===== config.mk =====
export PLATFORM = sky130hd
export DESIGN_NAME = liu_line_control_los_monitor
export DESIGN_NICKNAME = d
export VERILOG_FILES = /design/src/hdl/liu_line_pkg.sv /design/src/hdl/liu_line_control_los_monitor.sv
export VERILOG_INCLUDE_DIRS = /design/src /design/src/hdl
export SDC_FILE = /design/constraint.sdc
export NUM_CORES = 1
export LEC_CHECK = 0
export ABC_AREA = 1
export BUFFER_PORTS_ARGS = -buffer_cell sky130_fd_sc_hd__buf_2
export CAP_MARGIN = 20
export CORE_MARGIN = 4
export CORE_UTILIZATION = 50
export CTS_CLUSTER_DIAMETER = 50
export DETAILED_ROUTE_END_ITERATION = 10
export PLACE_DENSITY = 0.71
export SETUP_SLACK_MARGIN = 0.5
export SLEW_MARGIN = 20
export SYNTH_ARGS = -nofsm -noshare
export SYNTH_HDL_FRONTEND = slang
export SYNTH_SLANG_ARGS = --single-unit

===== constraint.sdc =====
create_clock -name clk -period 3.4 [get_ports clk]
set_input_delay 0.85 -clock clk [delete_from_list [all_inputs] [get_ports clk]]
set_output_delay 0.85 -clock clk [all_outputs]
set_load 0.02 [all_outputs]

===== src/hdl/liu_line_regs.svh =====
`ifndef LIU_LINE_REGS_SVH
`define LIU_LINE_REGS_SVH
// Register indexes; the byte address on the bus is four times the index.
`define IDX_LINE_CTRL      16'h1000
`define IDX_TX_SHAPE       16'h1001
`define IDX_MAINT          16'h1002
`define IDX_RT_STATUS      16'h1003
`define IDX_IRQ_MASK       16'h1004
`define IDX_LATCHED        16'h1005
`define IDX_RX_LEVEL       16'h1006
`define IDX_RX_TERM        16'h1007
`define IDX_RX_CTRL        16'h1008
// Line control fields.
`define LC_E1_BIT          0
`define LC_ETS_BIT         1
`define LC_B8ZS_BIT        2
// Transmit shape fields.
`define TS_LBO_LSB         0
`define TS_SYNC_BIT        3
// Maintenance fields.
`define MC_PDN_BIT         0
`define MC_ALARM_BIT       1
`define MC_AUTO_BIT        2
// Status fields, shared by real-time, latched and mask registers.
`define ST_LOSS_BIT        0
`define ST_OPEN_BIT        1
`define ST_SHORT_BIT       2
// Receive termination fields.
`define RT_IMP_LSB         0
`define RT_EXT_BIT         2
`define RT_INT_BIT         3
// Receive control fields.
`define RC_SENS_LSB        0
`define RC_SYNC_BIT        7
// Reset values.
`define RST_CTRL           8'h00
// Loss timing in bit periods; oversample phase points in ticks.
`define T1_WINDOW          12'd175
`define T1_MIN_ONES        12'd22
`define T1_ZEROS_B8ZS      12'd8
`define T1_ZEROS_AMI       12'd100
`define G775_DECLARE       12'd32
`define ETS_DECLARE        12'd2048
`define E1_RESET_BITS      12'd192
`define OVS_MID            4'h7
`define OVS_HALF           4'h8
`endif


===== src/hdl/liu_line_pkg.sv =====
package liu_line_pkg;
  typedef logic [7:0] reg8_t;
  typedef logic [11:0] cnt_t;
  typedef struct packed {
    reg8_t      line_ctrl;
    reg8_t      tx_shape;
    reg8_t      maint;
    reg8_t      irq_mask;
    reg8_t      latched;
    reg8_t      rx_term;
    reg8_t      rx_ctrl;
    logic [2:0] rt_prev;
    logic [31:0] prdata;
    logic [2:0] pos_s, neg_s, shrt_s, open_s;
    logic [11:0] lvl_s;
    logic       shrt, open;
    logic [3:0] lvl;
    logic [3:0] mph, rph;
    logic       rx_mark_prev, mark_seen, pulse_bit;
    logic       rx_data, ami_pol, txp, txn;
    logic       loss;
    cnt_t       zero_run, win_cnt, ones_cnt, good_run;
    logic       win_bad;
  } state_s;
endpackage


===== src/hdl/liu_line_control_los_monitor.sv =====
// Contract
// Sync-clock select makes the transmitter send a square-wave clock.
// Host centres the sync pulse by writing two analog trim locations; this block maps none, so such writes get pslverr.
// Power-down releases both transmit pins to high impedance.
// Alarm request sends continuous ones on master timing, ignoring framer.
// Auto-alarm with receive loss also sends all ones.
// Real-time status bit 2 shows the short-circuit limiter, unlatched.
// Latched faults raise the interrupt only when their mask bit is set.
// Real-time status bit 1 shows an open transmit output, unlatched.
// Open-circuit reporting is off for build-out settings 5, 6, 7.
// Termination switch comes out of reset open, high impedance.
// Termination bits decode to four internal/external combinations.
// Host programs receive impedance to match the line.
// Two-bit sensitivity field sets the loss thresholds.
// Clock recovery oversamples the received signal sixteen times.
// Receive clock output is the recovered line clock.
// During carrier loss the receive clock comes from the master clock.
// Signal level is reported as a four-bit code.
// Receive control bit 7 accepts a square-wave sync clock.
// Loss declares 3dB below sensitivity, exits at sensitivity: hysteresis.
// T1 loss after 175 empty bits; clears on ones density window.
// G.775 loss after empty bits; clears after persistent transitions.
// ETS loss after 2048 empty bits; no own reset condition.
// E1 loss resets after 192 bits at or above sensitivity.
// Latched bits set on rising condition, held until host clears.
//
// Decided for this implementation: the APB slave port and the placing of the registers.
`include "liu_line_regs.svh"
`timescale 1ns/100ps
`default_nettype none
module liu_line_control_los_monitor
  import liu_line_pkg::*;
(
  input  wire logic        clk,
  input  wire logic        reset,
  input  wire logic        psel,
  input  wire logic        penable,
  input  wire logic        pwrite,
  input  wire logic [17:0] paddr,
  input  wire logic [31:0] pwdata,
  output logic [31:0]      prdata,
  output logic             pready,
  output logic             pslverr,
  input  wire logic        oversample_tick,
  input  wire logic        tx_data,
  input  wire logic        tx_short_circuit_now,
  input  wire logic        tx_open_circuit_now,
  input  wire logic [3:0]  rx_level_code,
  input  wire logic        rx_line_pos,
  input  wire logic        rx_line_neg,
  output logic             tx_line_pos,
  output logic             tx_line_pos_oe,
  output logic             tx_line_neg,
  output logic             tx_line_neg_oe,
  output logic             rx_internal_term_on,
  output logic             rx_external_pin_connect,
  output logic [1:0]       rx_impedance_sel,
  output logic             recovered_clock_out,
  output logic             rx_data,
  output logic             rx_carrier_loss,
  output logic             line_irq
);

  ////////////////////////////////////////////////////////////////////////////
  state_s s_q, s_d;
  logic [15:0] idx;
  logic        setup, access, hit, w_en;
  logic [2:0]  rt_now;
  logic [3:0]  sens_thr;
  logic        lvl_ok, lvl_weak, mark_now, bit_end, alarm, e1, ets;
  logic        open_ok;
  cnt_t        zero_lim;
  reg8_t       rd_val;

  // Word addressing: the low two address bits are ignored by decode.
  assign idx    = paddr[17:2];
  assign setup  = psel && !penable;
  assign access = psel && penable;
  assign pready = 1'b1;
  assign w_en   = access && pwrite && hit;

  // Read mux; also flags which indexes are mapped.
  always_comb begin
    hit    = 1'b1;
    rd_val = 8'h00;
    unique case (idx)
      `IDX_LINE_CTRL: rd_val = s_q.line_ctrl;
      `IDX_TX_SHAPE:  rd_val = s_q.tx_shape;
      `IDX_MAINT:     rd_val = s_q.maint;
      `IDX_RT_STATUS: rd_val = {5'h00, rt_now};
      `IDX_IRQ_MASK:  rd_val = s_q.irq_mask;
      `IDX_LATCHED:   rd_val = s_q.latched;
      `IDX_RX_LEVEL:  rd_val = {4'h0, s_q.lvl};
      `IDX_RX_TERM:   rd_val = s_q.rx_term;
      `IDX_RX_CTRL:   rd_val = s_q.rx_ctrl;
      default:        hit = 1'b0;
    endcase
  end

  assign pslverr = access && !hit;

  ////////////////////////////////////////////////////////////////////////////
  // Open detection is meaningless on CSU build-outs, so it is masked there.
  assign open_ok = s_q.tx_shape[`TS_LBO_LSB +: 3] < 3'h5;
  assign rt_now  = {s_q.shrt,
                    s_q.open && open_ok,
                    s_q.loss};

  // Sensitivity maps to the weakest acceptable level code; one more step
  // (about 2.5dB, nearest to 3dB) is the loss declaration level.
  always_comb begin
    unique case (s_q.rx_ctrl[`RC_SENS_LSB +: 2])
      2'h0:    sens_thr = 4'h5;
      2'h1:    sens_thr = 4'h7;
      2'h2:    sens_thr = 4'hC;
      default: sens_thr = 4'hE;
    endcase
  end

  assign lvl_ok   = s_q.lvl <= sens_thr;
  assign lvl_weak = s_q.lvl > sens_thr + 4'h1;
  assign mark_now = s_q.pos_s[2] || s_q.neg_s[2];
  assign bit_end  = oversample_tick && (s_q.mph == 4'hF);
  assign e1       = s_q.line_ctrl[`LC_E1_BIT];
  assign ets      = s_q.line_ctrl[`LC_ETS_BIT];
  assign alarm    = s_q.maint[`MC_ALARM_BIT] ||
                    (s_q.maint[`MC_AUTO_BIT] && s_q.loss);
  assign zero_lim = s_q.line_ctrl[`LC_B8ZS_BIT] ? `T1_ZEROS_B8ZS
                                                 : `T1_ZEROS_AMI;

  ////////////////////////////////////////////////////////////////////////////
  // Next-state logic for the whole block.
  always_comb begin
    s_d = s_q;
    // Pin synchronisers: fault and level values are taken once stages two and three agree; line pins are used from stage three.
    s_d.pos_s  = {s_q.pos_s[1:0], rx_line_pos};
    s_d.neg_s  = {s_q.neg_s[1:0], rx_line_neg};
    s_d.shrt_s = {s_q.shrt_s[1:0], tx_short_circuit_now};
    s_d.open_s = {s_q.open_s[1:0], tx_open_circuit_now};
    s_d.lvl_s  = {s_q.lvl_s[7:0], rx_level_code};
    if (s_q.shrt_s[2] == s_q.shrt_s[1]) begin
      s_d.shrt = s_q.shrt_s[2];
    end
    if (s_q.open_s[2] == s_q.open_s[1]) begin
      s_d.open = s_q.open_s[2];
    end
    if (s_q.lvl_s[11:8] == s_q.lvl_s[7:4]) begin
      s_d.lvl = s_q.lvl_s[11:8];
    end

    // Register writes.
    if (w_en) begin
      unique case (idx)
        `IDX_LINE_CTRL: s_d.line_ctrl = pwdata[7:0];
        `IDX_TX_SHAPE:  s_d.tx_shape  = pwdata[7:0];
        `IDX_MAINT:     s_d.maint     = pwdata[7:0];
        `IDX_IRQ_MASK:  s_d.irq_mask  = pwdata[7:0];
        `IDX_LATCHED:   s_d.latched   = s_q.latched & ~pwdata[7:0];
        `IDX_RX_TERM:   s_d.rx_term   = pwdata[7:0];
        `IDX_RX_CTRL:   s_d.rx_ctrl   = pwdata[7:0];
        default:        s_d.latched   = s_q.latched;
      endcase
    end
    // Latching after the clear so that a new edge wins over the clear.
    s_d.rt_prev = rt_now;
    s_d.latched = {s_d.latched[7:3],
                   s_d.latched[2:0] | (rt_now & ~s_q.rt_prev)};

    // Read data is captured in the setup cycle and shown in the access one.
    if (setup) begin
      s_d.prdata = {24'h000000, rd_val};
    end

    // Master-timed bit phase, sixteen ticks per bit.
    if (oversample_tick) begin
      s_d.mph = s_q.mph + 4'h1;
    end

    // Recovery: re-phase to a fresh mark, decide at mid-bit.
    if (oversample_tick) begin
      s_d.rx_mark_prev = mark_now;
      if (mark_now && !s_q.rx_mark_prev) begin
        s_d.rph       = 4'h0;
        s_d.mark_seen = 1'b1;
      end else begin
        s_d.rph = s_q.rph + 4'h1;
      end
      if (s_q.rph == `OVS_MID) begin
        s_d.rx_data   = s_q.mark_seen && !s_q.rx_ctrl[`RC_SYNC_BIT];
        s_d.mark_seen = 1'b0;
      end
    end

    // A pulse counts for loss purposes only at a usable level.
    if (mark_now && !lvl_weak) begin
      s_d.pulse_bit = 1'b1;
    end

    // Transmit encoder, stepping on master bit boundaries.
    if (bit_end) begin
      if (alarm || tx_data) begin
        s_d.ami_pol = !s_q.ami_pol;
        s_d.txp     = !s_q.ami_pol;
        s_d.txn     = s_q.ami_pol;
      end else begin
        s_d.txp = 1'b0;
        s_d.txn = 1'b0;
      end
    end

    // Loss detection, one step per bit period.
    if (bit_end) begin
      s_d.pulse_bit = 1'b0;
      s_d.zero_run  = s_q.pulse_bit ? 12'd0
                    : (s_q.zero_run == 12'hFFF ? s_q.zero_run
                                               : s_q.zero_run + 12'd1);
      s_d.good_run  = lvl_ok ? s_q.good_run + 12'd1 : 12'd0;
      if (!s_q.loss) begin
        s_d.win_cnt  = 12'd0;
        s_d.ones_cnt = 12'd0;
        s_d.win_bad  = 1'b0;
        s_d.good_run = 12'd0;
        if (!e1 && s_q.zero_run >= `T1_WINDOW) begin
          s_d.loss = 1'b1;
        end
        if (e1 && !ets && s_q.zero_run >= `G775_DECLARE) begin
          s_d.loss = 1'b1;
        end
        if (e1 && ets && s_q.zero_run >= `ETS_DECLARE) begin
          s_d.loss = 1'b1;
        end
      end else if (!e1) begin
        // T1 reset: density over a window with no long zero run.
        s_d.win_cnt  = s_q.win_cnt + 12'd1;
        s_d.ones_cnt = s_q.ones_cnt + {11'd0, s_q.pulse_bit && lvl_ok};
        if (s_q.zero_run >= zero_lim) begin
          s_d.win_bad = 1'b1;
        end
        if (s_q.win_cnt == `T1_WINDOW - 12'd1) begin
          if (!s_d.win_bad && s_d.ones_cnt >= `T1_MIN_ONES) begin
            s_d.loss = 1'b0;
          end
          s_d.win_cnt  = 12'd0;
          s_d.ones_cnt = 12'd0;
          s_d.win_bad  = 1'b0;
        end
      end else begin
        // E1 reset: level held at sensitivity; G.775 also needs pulses.
        if (!ets && s_q.zero_run >= `G775_DECLARE) begin
          s_d.good_run = 12'd0;
        end
        if (s_d.good_run >= `E1_RESET_BITS) begin
          s_d.loss = 1'b0;
        end
      end
    end
  end

  ////////////////////////////////////////////////////////////////////////////
  // State register; termination switch resets open.
  always_ff @(posedge clk) begin
    if (reset) begin
      s_q         <= '0;
      s_q.rx_term <= `RST_CTRL;
    end else begin
      s_q <= s_d;
    end
  end

  ////////////////////////////////////////////////////////////////////////////
  // Transmit pins: sync clock replaces data; power-down floats both pins.
  always_comb begin
    if (s_q.tx_shape[`TS_SYNC_BIT]) begin
      tx_line_pos = s_q.mph < `OVS_HALF;
      tx_line_neg = s_q.mph >= `OVS_HALF;
    end else begin
      tx_line_pos = s_q.txp;
      tx_line_neg = s_q.txn;
    end
    tx_line_pos_oe = !s_q.maint[`MC_PDN_BIT];
    tx_line_neg_oe = !s_q.maint[`MC_PDN_BIT];
  end

  // Receive clock: recovered phase normally, master phase during loss,
  // and the incoming square wave itself in sync-clock mode.
  always_comb begin
    if (s_q.rx_ctrl[`RC_SYNC_BIT]) begin
      recovered_clock_out = s_q.pos_s[2];
    end else if (s_q.loss) begin
      recovered_clock_out = s_q.mph < `OVS_HALF;
    end else begin
      recovered_clock_out = s_q.rph < `OVS_HALF;
    end
  end

  assign rx_internal_term_on     = s_q.rx_term[`RT_INT_BIT];
  assign rx_external_pin_connect = s_q.rx_term[`RT_EXT_BIT];
  assign rx_impedance_sel        = s_q.rx_term[`RT_IMP_LSB +: 2];
  assign rx_data                 = s_q.rx_data;
  assign rx_carrier_loss         = s_q.loss;
  assign prdata                  = s_q.prdata;
  assign line_irq = |(s_q.latched[2:0] & s_q.irq_mask[2:0]);

endmodule
`default_nettype wire


* Yosys cells after proc, flatten, opt, wreduce, memory -nomap -nowiden
Cells that the tools add are included.
** Operators by class
- Add/subtract/negate cells :: 7
- Order comparisons :: 12
- Eq/ne operators :: 20
- Muxes and demuxes :: 41
- Bitwise gates (word level) :: 6
- Reduce and logical (&&, ||, !) cells :: 49
** Operators by type and width (number)
- == test 16 x 13 -> 1 bit (second input constant) :: 9
- two-way mux 12 bit :: 8
- case mux 8 bit (9 select lines) :: 1
- two-way mux 24 bit :: 2
- two-way mux 37 bit :: 1
- adder 12 x 1 -> 12 bit (second input constant) :: 3
- >= comparator 12 x 8 -> 1 bit (second input constant) :: 2
- AND reduction 2 bit :: 12
- two-way mux 1 bit :: 21
- logical AND 1 bit :: 19
- two-way mux 19 bit :: 1
- two-way mux 8 bit :: 2
- adder 12 x 1 -> 12 bit :: 1
- adder 4 x 1 -> 4 bit (second input constant) :: 3
- == test 12 bit (second input constant) :: 1
- == test 12 x 8 -> 1 bit (second input constant) :: 1
- >= comparator 12 bit (second input constant) :: 1
- >= comparator 12 x 5 -> 1 bit (second input constant) :: 1
- >= comparator 12 x 6 -> 1 bit (second input constant) :: 1
- >= comparator 12 x 7 -> 1 bit :: 1
- case mux 4 bit (3 select lines) :: 1
- zero test 1 bit :: 10
- OR reduction 9 bit :: 1
- bitwise AND 8 bit :: 1
- other kinds (25) :: 31
** Storage, ports and cells
- Register bits after elaboration :: 162

* Longest topological paths before layout
- Word-level depth :: 12
- Gate-level depth with buffers :: 25
- Mapped depth without buffers :: 25

* Worst setup path before layout
OpenSTA, ideal clock, no wires.
- Path kind :: input-to-output
- From :: input paddr[7]
- To :: output pslverr
- Arrival :: 1.942 ns
- Path slack :: 0.608 ns
- Stages on the path :: 8
- Path buffers :: 2
- Cell sequence :: nor2_1 > nand2_2 > buf_2 > nor2_2 > nor2_1 > nand3_2 > buf_6 > nor2_1
** Between the ends
- Word-level cells in the longest chain between the ends :: 5
- Elaborated cells on any way between the ends :: 13
** Ends and longest elaborated chain
- from (decl) :: RTL line liu_line_control_los_monitor.sv:39 : input wire logic [17:0] paddr,
- == test 16 x 13 -> 1 bit :: RTL line liu_line_control_los_monitor.sv:86 : unique case (idx)
- OR reduction 9 bit (no source line) *
- two-way mux 1 bit * :: RTL line liu_line_control_los_monitor.sv:86
- zero test 1 bit * :: RTL line liu_line_control_los_monitor.sv:100 : assign pslverr = access && !hit;
- logical AND 1 bit * :: RTL line liu_line_control_los_monitor.sv:100
- to (decl) :: RTL line liu_line_control_los_monitor.sv:43 : output logic pslverr,
Mark *: on every way between the ends. The rest lies on a longest branch, timed or not.

* Final worst setup path
- From :: input paddr[17]
- To :: output pslverr
The elaborated chain is that of the path after synthesis.

==> flow_summary.yaml <==
sta:
  clock.fmax_mhz: 345
  final.setup_skew_ns: 0.0106
  maxSlewViolCount: 0
  relSlewSlack_pct: 54.6
  worst_slew_pin_slew_ns: 0.677
  rsz0062_at_grt: "true"
  finalHoldViolations: 0
  final.setup.worst_slack_ns: 0.505
  tns_ns: 0
  setup_viol: 0
  post-route-min-period_ns: 2.90
  period_share_pct: 85.1
cells_and_area:
  fillerInstances: 1569
  multi_input_area_um2: 4460
  drive_above_1_share_pct: 14.8
  final_core_util_pct: 59.4
  fin_nets: 1423
  area_growth_pct: 16.2
  seq_area_um2: 3250
  antenna_cells: 0
  final_area_um2: 9850
global_route:
  use_met1_pct: 29.1
  grt_util_met3_pct: 4.49
  grtUsageMet2_pct: 34.2
  grt_max_degree: 44
  grt_pass1_vias: 7147
  busiest_layer: "met2"
  grtUsageTotal_pct: 21.5
  grt_pass1_wl_mm: 34.3
  grt_overflow: 0
  antenna_found_initial: 0
yosys:
  synth.top_cells.by_area: "dfxtp_1, nand2_1, nor2_1"
  synth_edf_count: 0
  avgSynthCellArea_um2: 6.72
  ys_seq_elements: 162
  synth_top_area_share_pct: 38.3
  yosysUniqueCellTypes: 45
  yosysTopAreaCell: "dfxtp_1"
  synthArstFlopShare_pct: 0
  synth_cells: 1261
  ys_seq_area_share_pct: 38.3
  ys.flop_type: "dfxtp_1"
  synth_warnings: 0
  syn_area_um2: 8480
clock_tree:
  cts_sinks: 162
  htreeDepth: 4
  clockBufferDepth: 2
  clk_pin_slew_ns: 0.06
  cts_tree: "yes"
  cts_buffers: 17
  clock-root-buffer: "clkbuf_16"
  clock_latency_ns: 0.44
  cts_hold_buf: 0
route:
  routed_via_density: 5.08
  drc: 0
  vias: 7942
  drt-initial-drc-count: 757
  first_pass_iters: 6
  wl_mm: 21.3
  wl_per_cell_um: 13.6
  ant_nets: 0
setup_path:
  critPathKind: "primary input to primary output"
  startpoint_type: "primary input"
  critPathMaxFanout: 5
  cp.arrival_ns: 2.05
  cp-end-kind: "primary output"
  cp.required_ns: 2.55
placement:
  place_area_um2: 8790
  gp_congestion: 0.915
  place_ws_ns: 0.216
  hpwl_mm: 14.6
  port_buffers: 59
pwr:
  p_per_area_nw_per_um2: 415
  p_leak_nw: 4.51
  total_power_mw: 4.09
  ir_drop_mv: 0.331
flow_run:
  drv_cap: 0
die:
  io_pins: 111
  core_um2: 16600
  die_area_um2: 19100
  initial_core_util_pct: 51.1
  rows: 47
  die_h_um: 138
  die_w_um: 138
status:
  status: "completed"
hold_path:
  hold_path_class: "flop to flop"
==> metal layers <==
metal	wire (um)	vias up	part of all wire (%)
met3	1430	40	6.7
met5	0	-	0
met1	9740	3577	46
li1	-	4055	-
met4	437	0	2.0
met2	9720	270	46
==> cells by family (layout without fill, tap and decap cells) <==
family,count (synthesis),in the layout,synth area share (%)
buffers and inverters,252,309,13.3
xor gates and xnor gates,15,15,1.55
other,2,25,0.0886
AOI/OAI and AO/OA,151,151,9.59
adders and majority gates,27,27,3.99
and+or+nand+nor,652,655,33.2
DFF,162,162,38.3
==> final cells by class <==
cell class	instances	area share, %
inverters	185	7.15
well taps	220	2.80
flip-flops and latches	162	33.0
repair buffers	92	5.81
multi-input cells	873	45.3
clock buffers	17	4.32
clock inverters	15	1.61
==> critical path, stage by stage <==
cell and delay, ns:
buf_2 0.09, nor2_1 0.18, nand2_4 0.11, buf_6 0.13
nor2_4 0.16, nand2_2 0.08, nand2_1 0.11, nor2_4 0.05
nand3_4 0.08, nor2_4 0.06, buf_6 0.13
==> state kept, by name, summed over array words and instances (netlist names) <==
name and count:
rx_internal_term_on 1, s_q 129, rx_external_pin_connect 1, ets 1, s_d 16, rx_carrier_loss 1
rx_data 1, e1 1, prdata 8, rx_impedance_sel 2, rt_now 1
==> per-stage QoR <==
| stage | hold WS [ns] | cells |
|---|---|---|
| floorplan | 0.388 | 1284 |
| global placement | 0.395 | 1508 |
| detailed placement | 0.394 | 1508 |
| CTS | 0.404 | 1550 |
| global route | 0.415 | 1564 |
| finish | 0.401 | 1564 |
==> placed cells by master (no fill, tap or decap), types with 3 or more instances in the layout <==
master / instances
conb_1: 25
nand2_4: 8
nand2_2: 10
o21bai_1: 4
nand3_2: 4
a21oi_1: 60
inv_6: 3
nand4_1: 16
dfxtp_1: 160
inv_1: 179
buf_4: 30
clkbuf_16: 17
clkinvlp_4: 3
clkinv_2: 3
inv_2: 3
nor2_1: 197
xnor2_1: 4
buf_2: 57
nand3b_2: 3
nor2_4: 14
xor2_1: 11
o22ai_1: 11
clkinv_4: 5
o21ai_0: 59
nand3_1: 75
buf_6: 3
ha_4: 4
a22oi_1: 3
nand2_1: 264
nor3_1: 38
ha_1: 21
nor2_2: 11
nor3b_1: 4
==> synthesized netlist by cell type, types with 2 or more instances <==
cell type,n
conb_1,2
a22oi_1,3
o21ai_1,2
buf_2,7
buf_1,5
or2_2,2
nand2_1,274
nand2_2,6
ha_1,27
a211oi_1,2
o21ai_0,59
nor2_1,212
nand3_2,4
a21oi_1,62
nand3b_1,2
nor2_4,4
o22ai_1,11
xor2_1,11
inv_1,183
clkbuf_1,14
dfxtp_1,162
buf_6,4
a31oi_1,2
nand4_1,16
nand3b_2,3
nor4_1,2
o21bai_1,5
nand3_1,76
nor3b_1,4
buf_4,37
nor2_2,4
xnor2_1,4
nor3_1,38
==> power breakdown <==
group / internal (mW) / switching, mW
sequential: 1.92 / 0.0184
combinational: 0.0661 / 0.164
clock: 1.09 / 0.831
==> worst paths after layout <==
| kind | slack, ns | endpoint | startpoint | depth (start not counted) |
|---|---|---|---|---|
| setup / recovery | 0.50 | pslverr | paddr[17] | 11 |
| hold / removal | 0.40 | s_d[81] | s_d[77] | 2 |
| setup reg to reg | 0.60 | rx_carrier_loss | s_q[130] | 21 |
| hold reg to reg | 0.40 | s_d[81] | s_d[77] | 2 |
==> what timing repair did <==
action / 4_1_cts / 5_1_grt
setup endpoints to repair: 4 / 5
gates cloned: 2 / 1
resized for setup: 17 / 55
buffers inserted: 8 / 13
pin swaps: 8 / 27
endpoints found under the hold margin: 0 / 0
Note: power is estimated with default switching activity, not from simulation.
